===== src/core/twt_pkg.sv =====
// constants, register map and types of the two-wire target receiver/transmitter
package twt_pkg;
	// ----------------------------------------------------------------
	// register map (byte addresses on the apb)
	// ----------------------------------------------------------------
	localparam int APB_AW = 8;
	localparam logic [APB_AW-1:0] OFF_CTRL = 8'h00;
	localparam logic [APB_AW-1:0] OFF_STAT = 8'h04;
	localparam logic [APB_AW-1:0] OFF_ADDR = 8'h08;
	localparam logic [APB_AW-1:0] OFF_DATA = 8'h0C;

	// ----------------------------------------------------------------
	// field positions
	// ----------------------------------------------------------------
	localparam int CTL_FLAG = 7;
	localparam int CTL_ACK = 6;
	localparam int CTL_STA = 5;
	localparam int CTL_STO = 4;
	localparam int CTL_EN = 2;
	localparam int ADR_GC = 0;

	// ----------------------------------------------------------------
	// reset values and fixed codes
	// ----------------------------------------------------------------
	localparam logic [7:0] RST_BYTE = 8'h00;
	localparam logic [7:0] GC_ADDR = 8'h00;
	localparam logic [3:0] BITS_PER_BYTE = 4'h8;
	localparam logic [7:0] SC_SR_OWN = 8'h60;
	localparam logic [7:0] SC_SR_OWN_ARB = 8'h68;
	localparam logic [7:0] SC_SR_GC = 8'h70;
	localparam logic [7:0] SC_SR_GC_ARB = 8'h78;
	localparam logic [7:0] SC_SR_DATA_ACK = 8'h80;
	localparam logic [7:0] SC_SR_DATA_NACK = 8'h88;
	localparam logic [7:0] SC_SR_GC_ACK = 8'h90;
	localparam logic [7:0] SC_SR_GC_NACK = 8'h98;
	localparam logic [7:0] SC_ST_OWN = 8'hA8;
	localparam logic [7:0] SC_ST_OWN_ARB = 8'hB0;
	localparam logic [7:0] SC_ST_DATA_ACK = 8'hB8;
	localparam logic [7:0] SC_ST_DATA_NACK = 8'hC0;
	localparam logic [7:0] SC_ST_LAST_ACK = 8'hC8;
	localparam logic [7:0] SC_IDLE = 8'hF8;

	// ----------------------------------------------------------------
	// types
	// ----------------------------------------------------------------
	typedef enum logic [7:0] {
		ST_IDLE = 8'h01,
		ST_ADDR = 8'h02,
		ST_AACK = 8'h04,
		ST_HOLD = 8'h08,
		ST_RXD = 8'h10,
		ST_RACK = 8'h20,
		ST_TXD = 8'h40,
		ST_TACK = 8'h80
	} twt_state_t;

	typedef enum logic [1:0] {
		NX_RX = 2'h0,
		NX_TX = 2'h1,
		NX_END = 2'h2
	} twt_next_t;
endpackage


===== src/core/twt_sync.sv =====
// two flip-flop synchroniser for the bus lines
`timescale 1ns/1ns
`default_nettype none
module twt_sync #(
	parameter int W = 2
) (
	// clock and reset
	input wire logic i_clk,
	input wire logic i_arst_n,
	// lines
	input wire logic [W-1:0] i_async,
	output logic [W-1:0] o_sync
);
	typedef struct packed {
		logic [W-1:0] s1;
		logic [W-1:0] s2;
	} twt_sync_t;

	twt_sync_t r;
	twt_sync_t next_r;

	always_comb begin
		next_r.s1 = i_async;
		next_r.s2 = r.s1;
	end

	// idle bus lines are high, so reset to ones
	always_ff @(posedge i_clk or negedge i_arst_n) begin
		if (!i_arst_n) begin
			r <= '1;
		end else begin
			r <= next_r;
		end
	end

	assign o_sync = r.s2;
endmodule
`default_nettype wire


===== src/core/twt_cond.sv =====
// scl edge and start/stop condition detector on synchronised lines
`timescale 1ns/1ns
`default_nettype none
module twt_cond (
	// clock and reset
	input wire logic i_clk,
	input wire logic i_arst_n,
	// synchronised lines
	input wire logic i_scl,
	input wire logic i_sda,
	// events
	output logic o_scl_rise,
	output logic o_scl_fall,
	output logic o_start,
	output logic o_stop
);
	typedef struct packed {
		logic scl;
		logic sda;
	} twt_cond_t;

	twt_cond_t r;
	twt_cond_t next_r;

	always_comb begin
		next_r.scl = i_scl;
		next_r.sda = i_sda;
	end

	always_ff @(posedge i_clk or negedge i_arst_n) begin
		if (!i_arst_n) begin
			r <= '1;
		end else begin
			r <= next_r;
		end
	end

	assign o_scl_rise = i_scl && !r.scl;
	assign o_scl_fall = !i_scl && r.scl;
	// sda moving while scl stays high marks a condition
	assign o_start = i_scl && r.scl && r.sda && !i_sda;
	assign o_stop = i_scl && r.scl && !r.sda && i_sda;
endmodule
`default_nettype wire


===== src/core/twt_target.sv =====
// two-wire target receiver/transmitter with apb registers
`timescale 1ns/1ns
`default_nettype none
module twt_target
	import twt_pkg::*;
(
	// clock and reset
	input wire logic i_clk,
	input wire logic i_arst_n,
	// apb slave
	input wire logic i_psel,
	input wire logic i_penable,
	input wire logic i_pwrite,
	input wire logic [twt_pkg::APB_AW-1:0] i_paddr,
	input wire logic [31:0] i_pwdata,
	output logic [31:0] o_prdata,
	output logic o_pready,
	output logic o_pslverr,
	// two-wire bus, open drain
	input wire logic i_scl,
	output logic o_scl_out,
	output logic o_scl_oe,
	input wire logic i_sda,
	output logic o_sda_out,
	output logic o_sda_oe,
	// system side
	input wire logic i_arb_lost,
	input wire logic i_sleep,
	output logic o_wake,
	output logic o_start_go
);
	import twt_pkg::*;

	// ----------------------------------------------------------------
	// state
	// ----------------------------------------------------------------
	typedef struct packed {
		twt_state_t st;
		twt_next_t nxt;
		logic [3:0] cnt;
		logic [7:0] shreg;
		logic gc;
		logic arb;
		logic plan_ack;
		logic tx_last;
		logic phase;
		logic busy;
		logic start_pend;
		logic start_go;
		logic wake;
		logic flag;
		logic ack_en;
		logic sta;
		logic sto;
		logic en;
		logic [7:0] code;
		logic [7:0] own;
		logic [7:0] data;
		logic [31:0] prdata;
	} twt_regs_t;

	twt_regs_t r;
	twt_regs_t next_r;

	logic scl_s;
	logic sda_s;
	logic scl_rise;
	logic scl_fall;
	logic cond_start;
	logic cond_stop;
	logic wr;
	logic clear_req;
	logic set_flag;
	logic own_hit;
	logic gc_hit;
	logic [7:0] addr_byte;

	// ----------------------------------------------------------------
	// helpers
	// ----------------------------------------------------------------
	function automatic logic reg_hit(input logic [APB_AW-1:0] a, input logic [APB_AW-1:0] off);
		return a == off;
	endfunction

	function automatic logic [31:0] read_word(input twt_regs_t s, input logic [APB_AW-1:0] a);
		logic [7:0] b;
		b = RST_BYTE;
		if (reg_hit(a, OFF_CTRL)) begin
			b[CTL_FLAG] = s.flag;
			b[CTL_ACK] = s.ack_en;
			b[CTL_STA] = s.sta;
			b[CTL_STO] = s.sto;
			b[CTL_EN] = s.en;
		end else if (reg_hit(a, OFF_STAT)) begin
			b = s.code;
		end else if (reg_hit(a, OFF_ADDR)) begin
			b = s.own;
		end else if (reg_hit(a, OFF_DATA)) begin
			b = s.data;
		end
		return {24'h000000, b};
	endfunction

	// ----------------------------------------------------------------
	// bus line conditioning
	// ----------------------------------------------------------------
	twt_sync #(
		.W(2)
	) u_sync (
		.i_clk(i_clk),
		.i_arst_n(i_arst_n),
		.i_async({i_scl, i_sda}),
		.o_sync({scl_s, sda_s})
	);

	twt_cond u_cond (
		.i_clk(i_clk),
		.i_arst_n(i_arst_n),
		.i_scl(scl_s),
		.i_sda(sda_s),
		.o_scl_rise(scl_rise),
		.o_scl_fall(scl_fall),
		.o_start(cond_start),
		.o_stop(cond_stop)
	);

	// ----------------------------------------------------------------
	// next state
	// ----------------------------------------------------------------
	always_comb begin
		next_r = r;
		next_r.start_go = 1'b0;
		next_r.wake = 1'b0;
		set_flag = 1'b0;
		clear_req = 1'b0;
		wr = i_psel && i_penable && i_pwrite;
		addr_byte = {r.shreg[6:0], sda_s};
		// address match needs ack enable; lsb of own address gates general call
		own_hit = r.ack_en && (addr_byte[7:1] == r.own[7:1]);
		gc_hit = r.ack_en && r.own[ADR_GC] && (addr_byte == GC_ADDR);

		// register access
		if (i_psel && !i_penable) begin
			next_r.prdata = read_word(r, i_paddr);
		end
		if (wr && reg_hit(i_paddr, OFF_CTRL)) begin
			next_r.ack_en = i_pwdata[CTL_ACK];
			next_r.sta = i_pwdata[CTL_STA];
			next_r.sto = i_pwdata[CTL_STO];
			next_r.en = i_pwdata[CTL_EN];
			clear_req = i_pwdata[CTL_FLAG];
		end
		if (wr && reg_hit(i_paddr, OFF_ADDR)) begin
			next_r.own = i_pwdata[7:0];
		end
		if (wr && reg_hit(i_paddr, OFF_DATA)) begin
			next_r.data = i_pwdata[7:0];
		end

		// bus occupancy, seen even when not addressed
		if (cond_start) begin
			next_r.busy = 1'b1;
		end
		if (cond_stop) begin
			next_r.busy = 1'b0;
		end

		if (!r.en) begin
			next_r.st = ST_IDLE;
		end else if (cond_start && r.st != ST_HOLD) begin
			next_r.st = ST_ADDR;
			next_r.cnt = 4'h0;
		end else if (cond_stop && r.st != ST_HOLD) begin
			next_r.st = ST_IDLE;
		end else begin
			case (r.st)
				ST_IDLE: begin
				end
				ST_ADDR: begin
					if (scl_rise) begin
						next_r.shreg = addr_byte;
						next_r.cnt = r.cnt + 4'h1;
						if (r.cnt == BITS_PER_BYTE - 4'h1) begin
							if (own_hit || gc_hit) begin
								next_r.st = ST_AACK;
								next_r.phase = 1'b0;
								next_r.gc = gc_hit && !own_hit;
								next_r.arb = i_arb_lost;
								next_r.nxt = addr_byte[0] ? NX_TX : NX_RX;
								next_r.wake = i_sleep;
							end else begin
								next_r.st = ST_IDLE;
							end
						end
					end
				end
				ST_AACK: begin
					if (scl_fall) begin
						if (!r.phase) begin
							next_r.phase = 1'b1;
						end else begin
							set_flag = 1'b1;
							next_r.st = ST_HOLD;
							if (r.nxt == NX_TX) begin
								next_r.code = r.arb ? SC_ST_OWN_ARB : SC_ST_OWN;
							end else if (r.gc) begin
								next_r.code = r.arb ? SC_SR_GC_ARB : SC_SR_GC;
							end else begin
								next_r.code = r.arb ? SC_SR_OWN_ARB : SC_SR_OWN;
							end
						end
					end
				end
				ST_HOLD: begin
					if (r.flag && clear_req) begin
						next_r.cnt = 4'h0;
						next_r.phase = 1'b0;
						next_r.code = SC_IDLE;
						next_r.sto = 1'b0;
						case (r.nxt)
							NX_RX: begin
								next_r.st = ST_RXD;
								next_r.plan_ack = next_r.ack_en;
							end
							NX_TX: begin
								next_r.st = ST_TXD;
								next_r.shreg = next_r.data;
								next_r.tx_last = !next_r.ack_en;
							end
							default: begin
								// unaddressed; recognition follows ack enable
								next_r.st = ST_IDLE;
								next_r.start_pend = next_r.sta;
							end
						endcase
					end
				end
				ST_RXD: begin
					if (scl_rise) begin
						next_r.shreg = addr_byte;
						next_r.cnt = r.cnt + 4'h1;
						if (r.cnt == BITS_PER_BYTE - 4'h1) begin
							next_r.st = ST_RACK;
						end
					end
				end
				ST_RACK: begin
					if (scl_fall) begin
						if (!r.phase) begin
							next_r.phase = 1'b1;
						end else begin
							set_flag = 1'b1;
							next_r.st = ST_HOLD;
							// in sleep the byte is not kept
							if (!i_sleep) begin
								next_r.data = r.shreg;
							end
							next_r.nxt = r.plan_ack ? NX_RX : NX_END;
							if (r.gc) begin
								next_r.code = r.plan_ack ? SC_SR_GC_ACK : SC_SR_GC_NACK;
							end else begin
								next_r.code = r.plan_ack ? SC_SR_DATA_ACK : SC_SR_DATA_NACK;
							end
						end
					end
				end
				ST_TXD: begin
					if (scl_rise) begin
						next_r.cnt = r.cnt + 4'h1;
					end
					if (scl_fall) begin
						if (r.cnt == BITS_PER_BYTE) begin
							next_r.st = ST_TACK;
						end else begin
							next_r.shreg = {r.shreg[6:0], 1'b1};
						end
					end
				end
				ST_TACK: begin
					if (scl_rise) begin
						next_r.phase = 1'b1;
						next_r.plan_ack = !sda_s;
					end else if (scl_fall && r.phase) begin
						set_flag = 1'b1;
						next_r.st = ST_HOLD;
						next_r.nxt = (!r.plan_ack || r.tx_last) ? NX_END : NX_TX;
						if (!r.plan_ack) begin
							next_r.code = SC_ST_DATA_NACK;
						end else if (r.tx_last) begin
							next_r.code = SC_ST_LAST_ACK;
						end else begin
							next_r.code = SC_ST_DATA_ACK;
						end
					end
				end
				default: begin
					next_r.st = ST_IDLE;
				end
			endcase
		end

		// start handed to the controller side once the bus is free
		if (r.start_pend && !r.busy && r.en) begin
			next_r.start_go = 1'b1;
			next_r.start_pend = 1'b0;
		end

		// a hardware set wins over a software clear
		if (set_flag) begin
			next_r.flag = 1'b1;
		end else if (clear_req) begin
			next_r.flag = 1'b0;
		end
	end

	// ----------------------------------------------------------------
	// registers
	// ----------------------------------------------------------------
	always_ff @(posedge i_clk or negedge i_arst_n) begin
		if (!i_arst_n) begin
			r.st <= ST_IDLE;
			r.nxt <= NX_END;
			r.cnt <= 4'h0;
			r.shreg <= RST_BYTE;
			r.gc <= 1'b0;
			r.arb <= 1'b0;
			r.plan_ack <= 1'b0;
			r.tx_last <= 1'b0;
			r.phase <= 1'b0;
			r.busy <= 1'b0;
			r.start_pend <= 1'b0;
			r.start_go <= 1'b0;
			r.wake <= 1'b0;
			r.flag <= 1'b0;
			r.ack_en <= 1'b0;
			r.sta <= 1'b0;
			r.sto <= 1'b0;
			r.en <= 1'b0;
			r.code <= SC_IDLE;
			r.own <= RST_BYTE;
			r.data <= RST_BYTE;
			r.prdata <= 32'h00000000;
		end else begin
			r <= next_r;
		end
	end

	// ----------------------------------------------------------------
	// outputs
	// ----------------------------------------------------------------
	assign o_prdata = r.prdata;
	assign o_pready = 1'b1;
	assign o_pslverr = i_psel && i_penable && !(reg_hit(i_paddr, OFF_CTRL) ||
		reg_hit(i_paddr, OFF_STAT) || reg_hit(i_paddr, OFF_ADDR) ||
		reg_hit(i_paddr, OFF_DATA));
	assign o_wake = r.wake;
	assign o_start_go = r.start_go;
	assign o_scl_out = 1'b0;
	assign o_sda_out = 1'b0;
	// stretch scl while software owns the flag, including after a wake
	assign o_scl_oe = (r.st == ST_HOLD) && r.flag;
	assign o_sda_oe = ((r.st == ST_AACK) && r.phase) ||
		((r.st == ST_RACK) && r.phase && r.plan_ack) ||
		((r.st == ST_TXD) && !r.shreg[7]);
endmodule
`default_nettype wire


===== config.mk =====
export PLATFORM = sky130hd
export DESIGN_NAME = twt_target
export DESIGN_NICKNAME = d
export VERILOG_FILES = /design/src/core/twt_pkg.sv /design/src/core/twt_sync.sv /design/src/core/twt_cond.sv /design/src/core/twt_target.sv
export SDC_FILE = /design/constraint.sdc
export NUM_CORES = 1
export LEC_CHECK = 0
export BUFFER_PORTS_ARGS = -buffer_cell sky130_fd_sc_hd__buf_2
export CAP_MARGIN = 30
export CORE_ASPECT_RATIO = 0.75
export CORE_MARGIN = 2
export CORE_UTILIZATION = 30
export DETAILED_ROUTE_END_ITERATION = 16
export SYNTH_ARGS = -nofsm -noshare
export SYNTH_HDL_FRONTEND = slang
export SYNTH_SLANG_ARGS = --single-unit

===== constraint.sdc =====
create_clock -name i_clk -period 3.26 [get_ports i_clk]
set_input_delay 0.652 -clock i_clk [delete_from_list [all_inputs] [get_ports i_clk]]
set_output_delay 0.652 -clock i_clk [all_outputs]
set_load 0.02 [all_outputs]

==> impl_summary.txt <==
----------------------------------------------------
[Global route]
  Final global-route overflow total ... 0
  Largest net degree at the start of global routing ... 72
  Via count of the first global-routing pass ... 3031
  Overall fraction of global-route tracks in use ... 14.1%
  Global-route wire length before repair ... 16.4 mm
  Initial antenna violation count ... 0

[Cells and area]
  Net count, final ... 504
  Area Growth Syn to Fin ... 13.2%
  Commonest non-fill, non-tap cell in the layout ... dfrtp_1
  Commonest cells after routing, fill and taps aside ... dfrtp_1 (58), buf_2 (37), nor2_1 (35), nand2_1 (35), conb_1 (27)
  Diodes inserted ... 0
  Filler cells ... 1394
  Share of final-layout standard cells stronger than drive strength 1 ... 24.0%
  Total area of sequential cells ... 1790 um^2
  Total area of multi-input combinational cells ... 2080 um^2
  Final Core Density ... 34.5%

[Pwr]
  Switching power as a share of total power ... 23.7%
  Internal power component ... 1.55 mW
  Part of the total power dissipated in sequential elements ... 44.9%
  Portion of total power attributed to the clock network ... 48.9%
  Worst IR drop on VDD ... 250 uV
  Share of total power in combinational logic ... 6.2%
  Leakage power total ... 2.20 nW
  Pwr per Cell Area ... 433 nW/um^2
  Power dissipated by switching net loads ... 0.481 mW

[Synth]
  Post-synthesis cell count ... 422
  Fraction of registers with async set or reset after synthesis ... 100%
  Post-synthesis sequential area ratio ... 43.2%
  Number of flip-flops and latches in the synthesized netlist ... 71
  Number of enable-type register cells in the synthesized netlist ... 0
  Mean area per synthesized cell ... 9.83 um^2
  Number of warnings issued by yosys ... 0
  Post-synth design cell area ... 4150 um^2
  Flip-flop cell with the highest count after synthesis ... dfrtp_1
  Synth cell types ... 65

[Floorplan]
  Top-Level Pins ... 89
  Core Rows ... 37
  Core Box Area ... 13600 um^2
  Chip width ... 140 um
  Total Die Area ... 14800 um^2
  Initial Util ... 30.5%
  Height of the die ... 106 um

[STA]
  Hold Vio Cnt, Final ... 0
  Clock skew after layout ... 0.00845 ns
  Final Worst Setup Slack ... 0.380 ns
  Slew of the pin with the lowest slew margin ... 0.781 ns
  Fin Hold WS ... 0.336 ns
  Worst rel slew slack ... 47.5%
  Max Freq ... 347 MHz
  Final setup violation count ... 0
  Setup total negative slack ... 0 ns
  Setup repair after global routing missed its margin ... false
  Ratio of final minimum period to clock period ... 88.3%
  Slew Limit Fails ... 0
  Fin crit period ... 2.88 ns

[Placed design]
  Number of port buffers ... 37
  Half-perimeter wire length of the detailed placement result ... 7.61 mm
  Placer's final routability congestion estimate ... 0.897
  Dpl ws ... 0.456 ns

[CTS]
  Insertion delay to the later sink of the worst-skew pair ... 0.34 ns
  Clock tree from TritonCTS ... yes
  Buffer depth of the longest clock path ... 2
  Total of hold buffers inserted after clock tree synthesis ... 0
  Post_cts resized ... 0
  H-Tree Level Count ... 3
  Root Buffer ... clkbuf_16
  Inserted Clock Buffers ... 9
  Clock transition time at the flip-flop clock pins of the worst setup and hold paths ... 0.06 ns
  Sinks on Clock Net ... 71
  Number of buffers inserted to repair setup after CTS ... 0

[Drt]
  Detailed-route vias per instance ... 5.16
  Total number of vias ... 3268
  TritonRoute pass-1 iters ... 5
  Post-route DRC ... 0
  Final routed wirelength across all metal layers ... 10.2 mm
  Number of nets with antenna violations after routing ... 0
  1st-iter DRT viols ... 284
  Routed wirelength normalized by instance count ... 16.1 um

[Worst setup path]
  Arrival @ worst endpoint ... 3.10 ns
  Maximum fanout encountered on the critical timing path ... 11
  Startpoint types ... flop
  Critical path required time ... 3.48 ns
  Type of the worst setup path ... flop to flop
  Register-to-Register Path Depth ... 6
  CP endpoint kind ... flop

[Flow run]
  Number of max-capacitance violations reported ... 0

[Run status]
  Status ... completed

[Min path]
  Path type of the worst min-delay path ... input pin to async pin

----------------------------------------------------
==> area by class of cell <==
type,count,area share [%]
inverter,9,0.719
sequential,71,38.2
multi-input combinational,315,44.2
timing repair buffer,47,5.81
clock inverter,5,1.23
tap,175,4.66
clock buffer,11,5.17
==> synthesized netlist by cell type (3+ instances only) <==
cell type	count	share of area [%]
or3_1	3	0.45
dfrtp_1	58	35
nor2_1	35	3.2
a22o_1	6	1.3
inv_1	9	0.81
xnor2_1	9	1.9
and3b_1	4	0.84
xor2_1	3	0.63
mux2_2	20	5.4
nand2b_1	7	1.1
and3_1	8	1.2
o22ai_1	4	0.60
nor3_1	6	0.72
a21oi_1	16	1.9
nand4_1	7	1.1
nand3_1	10	1.2
buf_4	36	6.5
o211ai_1	3	0.54
nor4_1	6	0.90
nand2_1	35	3.2
mux4_2	4	2.2
o21a_1	3	0.54
nor2b_1	3	0.45
mux2i_1	15	3.6
a31oi_1	8	1.2
o21ai_0	25	3.0
clkbuf_1	14	1.3
o31ai_1	5	0.90
and4b_1	3	0.72
dfstp_2	13	8.2
==> cell families after synthesis <==
logic type	count (synthesis)	share of synthesized area, %
simple gates	145	19.0
buf+inv	61	8.99
other cells	2	0.181
mux	39	11.2
compound gates	90	14.2
flops	71	43.2
xor+xnor	12	2.53
fa+ha+maj	2	0.603
==> final timing paths <==
path | startpoint | end | slack, ns
min reg2reg | u_sync.next_r[1] | u_sync.o_sync[1] | 0.36
max in group asynchronous | i_arst_n | r[55] | 2.59
min in group i_clk | u_sync.next_r[1] | u_sync.o_sync[1] | 0.36
max reg2reg | r[89] | addr_byte[2] | 0.38
max | r[89] | addr_byte[2] | 0.38
min | i_arst_n | r[79] | 0.34
==> registers in the layout (all words and copies together), names as in the netlist <==
name / flops
r: 48
o_prdata: 8
addr_byte: 7
u_cond.r: 2
u_sync.next_r: 2
u_sync.o_sync: 2
o_start_go: 1
o_wake: 1
==> stage by stage <==
stage               area [um^2]  std cells  power, mW
finish                     4700        633       2.03
global route               4700        633       2.11
CTS                        4700        633       2.06
detailed placement         4400        617       1.06
global placement           4400        617       1.05
floorplan                  4240        447       1.02
==> metal layers <==
layer  GRT usage, %  vias to the layer above  routed length [um]
met3           4.18                       11                 858
met1           21.5                     1586                5110
met4           3.86                        0                 104
met5              0                        -                   0
met2           19.1                      145                4100
li1               -                     1526                   -
==> worst max-delay path: stages (launching register included) <==
cell	delay, ns
dfrtp_1	0.49
nor4b_1	0.70
nand2_1	0.32
nor2_1	0.48
nor2_1	0.08
nand2_1	0.30
mux2_2	0.38
==> power by group through the flow <==
stage / Combinational (mW) / Clock [mW] / Sequential (mW)
after floorplan: 0.100 / 0 / 0.923
after global placement: 0.127 / 0 / 0.928
after detailed placement: 0.128 / 0 / 0.928
after CTS: 0.129 / 1.01 / 0.913
after global routing: 0.141 / 1.06 / 0.914
final: 0.127 / 0.995 / 0.913
(Power assumes the default switching activity.)
